**config.mk**
```make
export PLATFORM = sky130hd
export DESIGN_NAME = scb_servo_card
export DESIGN_NICKNAME = d
export VERILOG_FILES = /design/src/hdl/scb_pkg.sv /design/src/hdl/scb_watchdog.sv /design/src/hdl/scb_servo_card.sv
export SDC_FILE = /design/constraint.sdc
export NUM_CORES = 1
export LEC_CHECK = 0
export BUFFER_PORTS_ARGS = -buffer_cell sky130_fd_sc_hd__buf_4
export CORE_UTILIZATION = 50
export CTS_CLUSTER_DIAMETER = 120
export DETAILED_ROUTE_END_ITERATION = 10
export PLACE_DENSITY = 0.77
export SLEW_MARGIN = 30
export SYNTH_ARGS = -nofsm -noshare
export SYNTH_HDL_FRONTEND = slang
export SYNTH_HIERARCHICAL = 1
export SYNTH_SLANG_ARGS = --single-unit
```
**constraint.sdc**
```tcl
create_clock -name core_clk -period 2.8 [get_ports core_clk]
set_clock_uncertainty 0.05 [all_clocks]
set_input_delay 0.28 -clock core_clk [delete_from_list [all_inputs] [get_ports core_clk]]
set_output_delay 0.28 -clock core_clk [all_outputs]
set_load 0.01 [all_outputs]
```
**src/hdl/scb_pkg.sv**
```systemverilog
// package: register map, field layout, reset values and timing for the servo card bus interface
package scb_pkg;

  // register byte offsets (one aligned word each)
  localparam logic [7:0] DAC_PRESSURE_OFS = 8'h00;
  localparam logic [7:0] DAC_FLOW_OFS     = 8'h04;
  localparam logic [7:0] DAC_STOP_OFS     = 8'h08;
  localparam logic [7:0] DAC_VELOCITY_OFS = 8'h0c;
  localparam logic [7:0] MUX_SELECT_OFS   = 8'h10;
  localparam logic [7:0] ADC_RESULT_OFS   = 8'h14;
  localparam logic [7:0] HEAD_STATUS_OFS  = 8'h18;
  localparam logic [7:0] HEAD_CONTROL_OFS = 8'h1c;
  localparam logic [7:0] WDOG_KICK_OFS    = 8'h20;
  localparam logic [7:0] IRQ_STATUS_OFS   = 8'h24;
  localparam logic [7:0] IRQ_MASK_OFS     = 8'h28;
  localparam logic [7:0] ALARM_OFS        = 8'h2c;

  // widths
  localparam int DAC_W     = 8;
  localparam int ADC_W     = 10;
  localparam int MUX_SEL_W = 3;
  localparam int DAC_NUM   = 4;

  // dac scale: 40 mV per code, full range 10 V
  localparam int DAC_STEP_MV  = 40;
  localparam int DAC_RANGE_MV = 10000;

  // mux input assignment
  localparam logic [2:0] MUX_IN_PRESSURE = 3'h0;
  localparam logic [2:0] MUX_IN_FLOW     = 3'h1;
  localparam logic [2:0] MUX_IN_STOP     = 3'h2;
  localparam logic [2:0] MUX_IN_REF10V   = 3'h3;
  localparam logic [2:0] MUX_IN_PLUNGER  = 3'h4;

  // head status bit positions
  localparam int ST_TURRET   = 0;
  localparam int ST_SYR60    = 1;
  localparam int ST_FWDREV   = 2;
  localparam int ST_DRVFAULT = 3;
  localparam int ST_OVERP    = 4;

  // head control field layout
  localparam int CT_FLOW_LSB  = 0;
  localparam int CT_FLOW_W    = 2;
  localparam int CT_SAFERELAY = 2;
  localparam int CT_OVERRIDE  = 3;

  // irq event bits
  localparam int EV_ADC_DONE = 0;
  localparam int EV_ALARM    = 1;
  localparam int EV_NUM      = 2;

  // alarm cause bits
  localparam int AL_WDOG  = 0;
  localparam int AL_OVERP = 1;
  localparam int AL_DRV   = 2;

  // reset values
  localparam logic [7:0] DAC_RESET  = 8'h00;
  localparam logic [3:0] CTRL_RESET = 4'h0;

  // watchdog timeout and mux settle time
  localparam int WDOG_TIMEOUT_US = 100;
  localparam int CLK_MHZ         = 100;
  localparam int WDOG_CYCLES     = WDOG_TIMEOUT_US * CLK_MHZ;
  localparam int SETTLE_NS       = 50;
  localparam int CLK_NS          = 10;
  localparam int SETTLE_CYCLES   = (SETTLE_NS + CLK_NS - 1) / CLK_NS;

  // ahb transfer descriptor latched in the address phase
  typedef struct packed {
    logic       valid;
    logic       write;
    logic [7:0] addr;
  } scb_ahb_req_t;

  // head inputs that the status port shows
  typedef struct packed {
    logic overpressureAlarm;
    logic driveFault;
    logic fwdRev;
    logic syringe60;
    logic turret;
  } scb_head_in_t;

  // host-written head outputs
  typedef struct packed {
    logic       systemOverride;
    logic       safeRelayEnable;
    logic [1:0] flowControl;
  } scb_head_out_t;

  // converter sequencer states
  typedef enum logic [2:0] {
    ADC_IDLE   = 3'b001,
    ADC_SETTLE = 3'b010,
    ADC_CONV   = 3'b100
  } scb_adc_state_t;

endpackage

```
**src/hdl/scb_watchdog.sv**
```systemverilog
// stop-position watchdog: counts down, reloads on each retrigger pulse
`timescale 1ns/1ps
`default_nettype none
module scb_watchdog #(
  parameter int TIMEOUT = scb_pkg::WDOG_CYCLES
) (
  // clock and reset
  input  wire logic core_clk,
  input  wire logic rst_n,
  // retrigger and expiry
  input  wire logic kick,
  output logic      expired
);

  typedef struct packed {
    logic [31:0] count;
    logic        expired;
  } scb_wdog_state_t;

  scb_wdog_state_t st;
  scb_wdog_state_t next_st;

  // reload on kick, otherwise count down to expiry
  always_comb begin
    next_st = st;
    if (kick) begin
      next_st.count = 32'(TIMEOUT);
      next_st.expired = 1'b0;
    end else if (st.count != 32'h0) begin
      next_st.count = st.count - 32'h1;
    end else begin
      next_st.expired = 1'b1; // pulses ceased
    end
  end

  always_ff @(posedge core_clk or negedge rst_n) begin
    if (!rst_n) begin
      st <= '{count: 32'(TIMEOUT), expired: 1'b0};
    end else begin
      st <= next_st;
    end
  end

  assign expired = st.expired;

endmodule // scb_watchdog
`default_nettype wire

```
**src/hdl/scb_servo_card.sv**
```systemverilog
// servo card bus interface: ahb-lite slave, dacs, mux, converter control, status port, alarm latch
// Operation
// - direction logic steers data-bus buffer direction
// - result driven on reads only, else undriven
// - start conversion when input ready, gate result
// - separate write enables per dac and mux
// - decoder strobes converter, direction, watchdog retrigger
// - retrigger only when stop positioned and ready
// - late stop stops pulses, watchdog disarms
// - status port reads head and drive inputs
// - flow control, relay, override held until rewritten
// - alarm on watchdog, overpressure or drive fault
// - one dac captures one byte per write
// - byte code maps linearly, 40 mV steps
// - channels: pressure, flow, stop, velocity
// - eight-input mux under latched select timing
// - ten volt reference is a mux input
// - plunger position pot is a mux input
//
// Local design decisions: the placing of the registers and the AHB-Lite slave port.
`timescale 1ns/1ps
`default_nettype none
module scb_servo_card #(
  parameter int WDOG_TIMEOUT = scb_pkg::WDOG_CYCLES
) (
  // clock and reset
  input  wire logic                          core_clk,
  input  wire logic                          rst_n,
  // ahb-lite slave
  input  wire logic                          hsel,
  input  wire logic [31:0]                   haddr,
  input  wire logic [1:0]                    htrans,
  input  wire logic                          hwrite,
  input  wire logic [2:0]                    hsize,
  input  wire logic [31:0]                   hwdata,
  input  wire logic                          hready,
  output logic      [31:0]                   hrdata,
  output logic                               hreadyout,
  output logic                               hresp,
  // card data-bus buffer direction and result gate
  output logic                               busDirOut,
  output logic                               resultOe,
  // dac codes
  output logic      [scb_pkg::DAC_W-1:0]     pressureCapLevel,
  output logic      [scb_pkg::DAC_W-1:0]     flowRateLevel,
  output logic      [scb_pkg::DAC_W-1:0]     stopPositionLevel,
  output logic      [scb_pkg::DAC_W-1:0]     velocityLevel,
  output logic      [3:0]                    dacLoad,
  // analog mux and converter
  output logic      [scb_pkg::MUX_SEL_W-1:0] muxSelect,
  output logic                               adcStart,
  input  wire logic                          adcDone,
  input  wire logic [scb_pkg::ADC_W-1:0]     adcData,
  // head and drive signals
  input  wire scb_pkg::scb_head_in_t         headIn,
  input  wire logic                          stopInPosition,
  input  wire logic                          readyToInject,
  output scb_pkg::scb_head_out_t             headOut,
  // alarm and interrupt
  output logic                               disarm,
  output logic                               irq
);

  typedef struct packed {
    scb_pkg::scb_ahb_req_t                req;
    logic [3:0][scb_pkg::DAC_W-1:0]       dac;
    logic [3:0]                           dacLoad;
    logic [scb_pkg::MUX_SEL_W-1:0]        muxSel;
    scb_pkg::scb_adc_state_t              adcState;
    logic [3:0]                           settle;
    logic                                 adcStart;
    logic [scb_pkg::ADC_W-1:0]            result;
    scb_pkg::scb_head_out_t               headOut;
    logic [2:0]                           alarm;
    logic [scb_pkg::EV_NUM-1:0]           irqStatus;
    logic [scb_pkg::EV_NUM-1:0]           irqMask;
    logic                                 kick;
    logic [31:0]                          rdata;
    logic                                 dirOut;
  } scb_state_t;

  scb_state_t st;
  scb_state_t next_st;
  logic       wdogExpired;

  // a register hit in the given phase
  function automatic logic hit(input logic [7:0] a, input logic [7:0] ofs);
    return a == ofs;
  endfunction

  // dac code to millivolts, linear 40 mV per count
  function automatic int codeToMv(input logic [scb_pkg::DAC_W-1:0] code);
    return int'(code) * scb_pkg::DAC_STEP_MV;
  endfunction

  // address phase: only nonseq/seq with hready are taken
  logic addrTaken;
  assign addrTaken = hsel && hready && htrans[1];

  // next-state logic for the whole card
  always_comb begin
    logic [7:0] a;
    logic       wr;
    logic       rd;
    logic [2:0] cause;
    logic [scb_pkg::EV_NUM-1:0] ev;
    a = st.req.addr;
    wr = st.req.valid && st.req.write;
    rd = addrTaken && !hwrite;
    cause = 3'h0;
    ev = '0;
    next_st = st;
    next_st.dacLoad = 4'h0;
    next_st.adcStart = 1'b0;
    next_st.kick = 1'b0;
    next_st.req.valid = addrTaken;
    next_st.req.write = hwrite;
    next_st.req.addr = haddr[7:0];
    // direction logic: drive host bus only in a read data phase
    next_st.dirOut = rd;

    // decoded writes: each target has its own enable
    if (wr) begin
      if (hit(a, scb_pkg::DAC_PRESSURE_OFS)) begin
        next_st.dac[0] = hwdata[scb_pkg::DAC_W-1:0];
        next_st.dacLoad[0] = 1'b1;
      end
      if (hit(a, scb_pkg::DAC_FLOW_OFS)) begin
        next_st.dac[1] = hwdata[scb_pkg::DAC_W-1:0];
        next_st.dacLoad[1] = 1'b1;
      end
      if (hit(a, scb_pkg::DAC_STOP_OFS)) begin
        next_st.dac[2] = hwdata[scb_pkg::DAC_W-1:0];
        next_st.dacLoad[2] = 1'b1;
      end
      if (hit(a, scb_pkg::DAC_VELOCITY_OFS)) begin
        next_st.dac[3] = hwdata[scb_pkg::DAC_W-1:0];
        next_st.dacLoad[3] = 1'b1;
      end
      if (hit(a, scb_pkg::MUX_SELECT_OFS)) begin
        next_st.muxSel = hwdata[scb_pkg::MUX_SEL_W-1:0];
        next_st.adcState = scb_pkg::ADC_SETTLE;
        next_st.settle = 4'(scb_pkg::SETTLE_CYCLES);
      end
      if (hit(a, scb_pkg::HEAD_CONTROL_OFS)) begin
        next_st.headOut.flowControl = hwdata[scb_pkg::CT_FLOW_LSB +: scb_pkg::CT_FLOW_W];
        next_st.headOut.safeRelayEnable = hwdata[scb_pkg::CT_SAFERELAY];
        next_st.headOut.systemOverride = hwdata[scb_pkg::CT_OVERRIDE];
      end
      if (hit(a, scb_pkg::WDOG_KICK_OFS)) begin
        next_st.kick = stopInPosition && readyToInject;
      end
      if (hit(a, scb_pkg::IRQ_MASK_OFS)) begin
        next_st.irqMask = hwdata[scb_pkg::EV_NUM-1:0];
      end
    end

    // converter sequencer: settle mux, start, capture result
    case (st.adcState)
      scb_pkg::ADC_IDLE: begin
        next_st.adcState = next_st.adcState;
      end
      scb_pkg::ADC_SETTLE: begin
        if (next_st.adcState == scb_pkg::ADC_SETTLE && st.settle != 4'h0 && next_st.settle == st.settle) begin
          next_st.settle = st.settle - 4'h1;
        end else if (next_st.settle == st.settle) begin
          next_st.adcStart = 1'b1; // input ready, start
          next_st.adcState = scb_pkg::ADC_CONV;
        end
      end
      scb_pkg::ADC_CONV: begin
        if (adcDone) begin
          next_st.result = adcData;
          ev[scb_pkg::EV_ADC_DONE] = 1'b1;
          if (next_st.adcState == scb_pkg::ADC_CONV) begin
            next_st.adcState = scb_pkg::ADC_IDLE;
          end
        end
      end
      default: begin
        next_st.adcState = scb_pkg::ADC_IDLE;
      end
    endcase

    // alarm latch: sticky until reset
    cause[scb_pkg::AL_WDOG] = wdogExpired;
    cause[scb_pkg::AL_OVERP] = headIn.overpressureAlarm;
    cause[scb_pkg::AL_DRV] = headIn.driveFault;
    next_st.alarm = st.alarm | cause;
    if (cause != 3'h0) begin
      ev[scb_pkg::EV_ALARM] = 1'b1;
    end
    // sticky event bits: new events or onto what is already held
    next_st.irqStatus = st.irqStatus | ev;

    // read data and read side effects
    next_st.rdata = 32'h0;
    if (rd) begin
      case (haddr[7:0])
        scb_pkg::DAC_PRESSURE_OFS: next_st.rdata = {24'h0, st.dac[0]};
        scb_pkg::DAC_FLOW_OFS:     next_st.rdata = {24'h0, st.dac[1]};
        scb_pkg::DAC_STOP_OFS:     next_st.rdata = {24'h0, st.dac[2]};
        scb_pkg::DAC_VELOCITY_OFS: next_st.rdata = {24'h0, st.dac[3]};
        scb_pkg::MUX_SELECT_OFS:   next_st.rdata = {29'h0, st.muxSel};
        scb_pkg::ADC_RESULT_OFS:   next_st.rdata = {22'h0, next_st.result};
        scb_pkg::HEAD_STATUS_OFS:  next_st.rdata = {27'h0, headIn};
        scb_pkg::HEAD_CONTROL_OFS: next_st.rdata = {28'h0, st.headOut};
        scb_pkg::IRQ_STATUS_OFS: begin
          next_st.rdata = {30'h0, st.irqStatus};
          // clear on read, but an event this cycle still sets
          next_st.irqStatus = ev;
        end
        scb_pkg::IRQ_MASK_OFS:     next_st.rdata = {30'h0, st.irqMask};
        scb_pkg::ALARM_OFS:        next_st.rdata = {29'h0, st.alarm};
        default:                   next_st.rdata = 32'h0;
      endcase
    end
  end

  // state register
  always_ff @(posedge core_clk or negedge rst_n) begin
    if (!rst_n) begin
      st.req       <= '0;
      st.dac       <= {4{scb_pkg::DAC_RESET}};
      st.dacLoad   <= 4'h0;
      st.muxSel    <= '0;
      st.adcState  <= scb_pkg::ADC_IDLE;
      st.settle    <= 4'h0;
      st.adcStart  <= 1'b0;
      st.result    <= '0;
      st.headOut   <= scb_pkg::CTRL_RESET;
      st.alarm     <= 3'h0;
      st.irqStatus <= '0;
      st.irqMask   <= '0;
      st.kick      <= 1'b0;
      st.rdata     <= 32'h0;
      st.dirOut    <= 1'b0;
    end else begin
      st <= next_st;
    end
  end

  // stop-position watchdog
  scb_watchdog #(
    .TIMEOUT (WDOG_TIMEOUT)
  ) u_wdog (
    .core_clk (core_clk),
    .rst_n    (rst_n),
    .kick     (st.kick),
    .expired  (wdogExpired)
  );

  // bus answers: zero wait, always okay
  assign hreadyout = 1'b1;
  assign hresp     = 1'b0;
  assign hrdata    = st.rdata;

  // buffer controls: result gate only while a result read is in its data phase
  assign busDirOut = st.dirOut;
  assign resultOe  = st.dirOut && st.req.addr == scb_pkg::ADC_RESULT_OFS;

  // outputs
  assign pressureCapLevel  = st.dac[0];
  assign flowRateLevel     = st.dac[1];
  assign stopPositionLevel = st.dac[2];
  assign velocityLevel     = st.dac[3];
  assign dacLoad           = st.dacLoad;
  assign muxSelect         = st.muxSel;
  assign adcStart          = st.adcStart;
  assign headOut           = st.headOut;
  assign disarm            = st.alarm != 3'h0;
  assign irq               = |(st.irqStatus & st.irqMask);

endmodule // scb_servo_card
`default_nettype wire

```
==> flow_metrics.tcl, run 1 <==
set metrics [dict create \
    status "finished, final reports clean" \
    crit-reg2reg-capture "u_wdog/st[20]$_DFFE_PN0P_" \
    post_synthesis_instance_area_um2 6427 \
    cellPowerDensity_nw_per_um2 757.7 \
    n_antenna_cell 0 \
    tightestPinTransition_ps 747.4 \
    cp_max_fo 6 \
    gp_congestion 0.9126 \
    start_util 0.5114 \
    synthTopCellsByArea "dfrtp_1, mux2_2, buf_4" \
    final-hold-violation-count 0 \
    drc_violation_count_after_routing 0 \
    synthesis.instances 602 \
    grt_antenna_before_repair 0 \
    detailedRoute.firstIterationViolations 290 \
    synthToLayoutAreaGrowth_pct 17.58 \
    ys_warn_count 6 \
    hold_path_class "in -> reg" \
    tritoncts "yes" \
    asr_flop_ratio_synth 1.000 \
    synth-simple-area-share 0.1912 \
    wire_per_inst_um 17.45 \
    fin_tns_setup_ps 0 \
    synth_compound_area_frac 0.08663 \
    cts_num_sinks 123 \
    core_area_um2 12570 \
    die_y_um 115.4 \
    crit_path_cell_trace "or4_4 > or3_4 > or2_0 > nor4_1 > mux2_2" \
    wl_mm 14.67 \
    grt_remaining_overflow 0 \
    postPlaceCellArea_um2 6862 \
    cts-buffers-inserted 17 \
    synth_top_area_frac 0.4555 \
    period_needed_ps 2608 \
    placedCellCount 805 \
    final_min_period_over_clock_period 0.9314 \
    io_pins 174 \
    critPathCaptureType "register" \
    cp-start-kind "register" \
    vias_per_cell 5.660 \
    synth-seq-cells 123 \
    max_freq_mhz 383.4 \
    vdd.ir_drop.worst_uv 425.9 \
    cts_repair_resizes 0 \
    share_of_cell_area_taken_by_muxes_after_synthesis 0.1106 \
    regToRegSetupSlack_ps 190 \
    synth_xor_xnor_area_share 0.009539 \
    area_leader_netlist "dfrtp_1" \
    synth.most_common_cell "dfrtp_1" \
    timing.slew.headroom 0.5007 \
    number_of_cell_rows 41 \
    finalSetupViolations 0 \
    die_area_um2 13310 \
    design.final.nets 750 \
    hold-path-cell-count 1 \
    worst_path_max_delay_cell "or4_4" \
    number_of_levels_the_h_tree_was_split_into 4 \
    rsz_0062_raised_after_global_routing "false" \
    totalPowerFinal_w 0.005726 \
    synthDistinctLibCells 66 \
    p_leak_nw 3.374 \
    num_vias 4760 \
    worst-setup-path-type "reg -> reg" \
    dominant_combinational_cell_family_by_area_after_synthesis "simple AND/OR/NAND/NOR gates" \
    synth_top_flop_cell "dfrtp_1" \
    layout.filler_cells 1029 \
    clkTransAtPathRegs_ps 50 \
    leading_cell_types_by_count_after_synthesis "dfrtp_1, buf_4, mux2_2, nor2_1, nand2_1" \
    clk_root_buffer_cell "clkbuf_16" \
    reg2reg_depth 5 \
    r2r-start "u_wdog/st[7]$_DFFE_PN0P_" \
    grt_max_degree 64 \
    synth-adder-area-share 0.003893 \
    worstHoldStart "haddr[6]" \
    dp.final_hpwl_mm 10.23 \
    synth.yosys.seq_area_share 0.4800 \
    chipWidth_um 115.4 \
    synth_enable_flop_cells 0 \
    total_count_of_max_transition_violations_in_the_final_report 0 \
    maxcap_violations 0 \
    whs_endpoint "st[108]$_DFF_PN0_" \
    gr-usage-all-layers 0.2349 \
    finish.cell_count_without_fillers 841 \
    synth_area_per_cell_um2 10.68 \
    postRouteAntennaNets 0 \
    clock_latency_ps 410 \
    crit_arrival_ps 2850 \
    grt_pass1_vias 4652 \
    critPathRequiredTime_ps 3040 \
    grt_first_pass_wirelength_mm 23.71 \
    clockBufferDepth 2 \
    layout-drive-gt1-share 0.3363 \
    place.port_buffers 97 \
    cp_slowest_stage_delay_ps 600 \
    drt-pass1-iter-count 5 \
    finalInstanceArea_um2 7557 \
]
## where the power goes
group	total [W]	leakage (nW)	switching (W)	internal, W
Combinational	0.00106	1.50	0.000571	0.000492
Clock	0.00238	0.326	0.000777	0.00161
Sequential	0.00228	1.55	0.000245	0.00204
Total	0.00573	3.37	0.00159	0.00413
## stage by stage
step / hold slack [ps] / setup WS (ps) / utilization
2_1_floorplan: -65.59 / 245.9 / -
3_3_place_gp: 160.6 / 274.4 / 0.5459
3_5_place_dp: 161.3 / 226.6 / 0.5459
4_1_cts: 3.752 / 199.4 / 0.6013
5_1_grt: 11.90 / 101.6 / 0.6013
6_report: 18.81 / 192.0 / 0.6013
## worst max path at each step
stage / start / to / slack [ps] / depth (start not counted)
floorplan: u_wdog/st[1]$_DFFE_PN0P_ / u_wdog/st[10]$_DFFE_PN1P_ / 250 / 10
global placement: u_wdog/st[7]$_DFFE_PN0P_ / u_wdog/st[20]$_DFFE_PN0P_ / 270 / 5
detailed placement: u_wdog/st[7]$_DFFE_PN0P_ / u_wdog/st[20]$_DFFE_PN0P_ / 230 / 5
CTS: u_wdog/st[1]$_DFFE_PN0P_ / u_wdog/st[26]$_DFFE_PN0P_ / 200 / 5
global route: u_wdog/st[1]$_DFFE_PN0P_ / u_wdog/st[26]$_DFFE_PN0P_ / 100 / 5
finish: u_wdog/st[7]$_DFFE_PN0P_ / u_wdog/st[20]$_DFFE_PN0P_ / 190 / 5
## kinds of logic (layout without fill, tap and decap cells)
logic type | count (synthesis) | count (layout)
xor+xnor | 7 | 7
other cells | 2 | 24
simple gates | 208 | 208
fa+ha+maj | 2 | 2
compound gates | 86 | 86
buf+inv | 110 | 155
mux | 64 | 64
flops | 123 | 123
## critical path: cells and delay by family, from the launching register on
kind / cells / cell delay, ps
flops: 1 / 400
mux: 1 / 380
simple gates: 4 / 1650
## cell type report
class                      instances  area (µm²)  area share
timing repair buffer             115       898.4      0.1189
clock buffer                      22       494.2     0.06540
clock inverter                    10       161.4     0.02136
tap                              172       215.2     0.02848
multi-input combinational        391        2673      0.3536
sequential                       123        3085      0.4083
inverter                           8       30.03    0.003974
## flip-flops by register name (all words and copies together) (netlist names), 3 cells and up
signal and cells:
muxSelect 3, stopPositionLevel 8, dacLoad 4, headOut 4, u_wdog/st 32, st 35, flowRateLevel 8, hrdata 10
velocityLevel 8, pressureCapLevel 8
## what timing repair did
item                                    4_1_cts  5_1_grt
hold buffers                                  4        0
endpoints found under the setup margin        0        0
setup buffers                                 0        0
endpoints found under the hold margin        26        0
## routing by layer
layer / vias up / routed length (µm) / track usage
li1: 2174 / - / -
met1: 2363 / 5813 / 0.2845
met2: 198 / 7591 / 0.4012
met3: 25 / 941 / 0.05535
met4: 0 / 327 / 0.09957
met5: - / 0 / 0
## cells in the final DEF, fill, tap and decap left out, types with 3 or more instances in the layout
| master | n |
|---|---|
| inv_1 | 8 |
| xor2_1 | 3 |
| nand2_1 | 28 |
| or2_2 | 3 |
| clkinv_2 | 3 |
| nand3b_1 | 3 |
| dfrtp_1 | 117 |
| and2_1 | 5 |
| bufinv_16 | 4 |
| nand4_1 | 4 |
| mux2_2 | 56 |
| nor4_1 | 14 |
| or4_1 | 9 |
| a22oi_1 | 7 |
| nand2b_1 | 6 |
| clkinv_4 | 3 |
| a21oi_1 | 22 |
| nor4b_1 | 5 |
| buf_4 | 109 |
| o21ai_0 | 23 |
| xnor2_1 | 4 |
| and3_1 | 6 |
| clkbuf_8 | 5 |
| nand3_1 | 13 |
| dfstp_2 | 6 |
| a31oi_1 | 7 |
| dlygate4sd3_1 | 4 |
| mux2i_1 | 8 |
| nor3b_1 | 4 |
| nor3_1 | 16 |
| or3_1 | 21 |
| nor2_1 | 39 |
| nor2b_1 | 11 |
| conb_1 | 24 |
| o31a_1 | 3 |
| clkbuf_16 | 17 |
Power figures use the tool's default switching activity.
==> run 2: changes to the inputs <==
- PLACE_DENSITY: 0.77 -> 0.85
==> flow_metrics.tcl, run 2 (synthesized netlist as in run 1, its figures left out) <==
set metrics [dict create \
    status "finished, final reports clean" \
    clock_latency_ps 420 \
    vdd.ir_drop.worst_uv 439.5 \
    number_of_levels_the_h_tree_was_split_into 4 \
    synthToLayoutAreaGrowth_pct 15.51 \
    final_min_period_over_clock_period 0.9292 \
    hold_path_class "in -> reg" \
    clockBufferDepth 2 \
    hold-path-cell-count 1 \
    tightestPinTransition_ps 730.3 \
    detailedRoute.firstIterationViolations 294 \
    wl_mm 15.03 \
    die_y_um 115.4 \
    place.port_buffers 97 \
    max_freq_mhz 384.4 \
    drt-pass1-iter-count 5 \
    worst-setup-path-type "reg -> reg" \
    p_leak_nw 3.300 \
    die_area_um2 13310 \
    grt_max_degree 63 \
    worst_path_max_delay_cell "or4b_2" \
    critPathCaptureType "register" \
    drc_violation_count_after_routing 0 \
    clkTransAtPathRegs_ps 50 \
    r2r-start "u_wdog/st[7]$_DFFE_PN0P_" \
    postRouteAntennaNets 0 \
    io_pins 174 \
    cp_slowest_stage_delay_ps 630 \
    tritoncts "yes" \
    layout.cells.most_common_list "dfrtp_1, buf_4, mux2_2" \
    rsz_0062_raised_after_global_routing "false" \
    grt_antenna_before_repair 0 \
    layout_commonest_cell "dfrtp_1" \
    crit_arrival_ps 2890 \
    gp_congestion 0.9642 \
    timing.slew.headroom 0.5086 \
    start_util 0.5114 \
    chipWidth_um 115.4 \
    cts_num_sinks 123 \
    grt_pass1_vias 4744 \
    clk_root_buffer_cell "clkbuf_16" \
    n_antenna_cell 0 \
    maxcap_violations 0 \
    cts_repair_resizes 0 \
    flip_flop_count_of_the_largest_register_all_copies_and_words_added 35 \
    total_count_of_max_transition_violations_in_the_final_report 0 \
    totalPowerFinal_w 0.005359 \
    wire_per_inst_um 17.94 \
    crit-reg2reg-capture "u_wdog/st[26]$_DFFE_PN0P_" \
    core_area_um2 12570 \
    num_vias 4798 \
    period_needed_ps 2602 \
    grt_remaining_overflow 0 \
    regToRegSetupSlack_ps 200 \
    number_of_cell_rows 41 \
    worst_setup_sp "u_wdog/st[7]$_DFFE_PN0P_" \
    dp.final_hpwl_mm 10.51 \
    cts-buffers-inserted 17 \
    layout-drive-gt1-share 0.3243 \
    cp_max_fo 6 \
    grt_first_pass_wirelength_mm 23.88 \
    fin_tns_setup_ps 0 \
    cellPowerDensity_nw_per_um2 721.8 \
    crit_path_cell_trace "or4_4 > nor4_1 > nand2_1 > or4b_2 > a21oi_1" \
    vias_per_cell 5.726 \
    reg2reg_depth 5 \
    design.final.nets 747 \
    finalSetupViolations 0 \
    worst_setup_path_endpoint "u_wdog/st[26]$_DFFE_PN0P_" \
    critPathRequiredTime_ps 3090 \
    cp-start-kind "register" \
    gr-usage-all-layers 0.2364 \
    registers.top_by_ff_count "st" \
    final-hold-violation-count 0 \
    layout.core_utilization 0.5907 \
]
==> run 2: final cells by class <==
class | count | area (µm²)
Inverter | 8 | 30.03
Multi-Input combinational cell | 391 | 2673
Clock inverter | 2 | 10.01
Timing Repair Buffer | 112 | 875.8
Fill cell | 975 | 5144
Sequential cell | 123 | 3087
Tap cell | 172 | 215.2
Clock buffer | 30 | 534.3
==> run 2: worst min path at each step <==
stage,start,slack (ps),to
finish,haddr[6],10,st[108]$_DFF_PN0_
detailed placement,rst_n,160,u_wdog/st[17]$_DFFE_PN0P_
floorplan,rst_n,-70,adcStart$_DFF_PN0_
global placement,rst_n,150,u_wdog/st[18]$_DFFE_PN0P_
CTS,haddr[6],4,st[108]$_DFF_PN0_
global route,haddr[6],10,st[108]$_DFF_PN0_
==> run 2: worst max-delay path, delay by kind of cell, from the launching register on <==
kind            cells  cell delay [ps]
compound gates      1              160
simple gates        4             1920
flops               1              400
==> run 2: timing repair <==
action,CTS,global route
buffers inserted,0,0
hold buffers,4,0
hold endpoints to repair,22,0
==> run 2: metrics by stage <==
stage          hold slack (ps)  worst slack [ps]  area [µm²]  std cells
3_5_place_dp             158.8             228.6        6839        802
5_1_grt                  10.08             76.85        7425        838
2_1_floorplan           -65.59             245.9        6510        624
3_3_place_gp             152.9             286.8        6839        802
4_1_cts                  3.716             183.3        7423        838
6_report                 14.48             198.4        7425        838
==> run 2: routing by layer <==
layer | up-vias | routed length [µm] | GRT usage
met5 | - | 0 | 0
met4 | 0 | 329 | 0.09784
met3 | 30 | 849 | 0.06009
met2 | 187 | 8034 | 0.4120
met1 | 2416 | 5818 | 0.2775
li1 | 2165 | - | -
==> run 2: power by group <==
group          switching, W  internal (W)
registers          0.000246       0.00204
logic              0.000582      0.000493
clock network      0.000733       0.00127
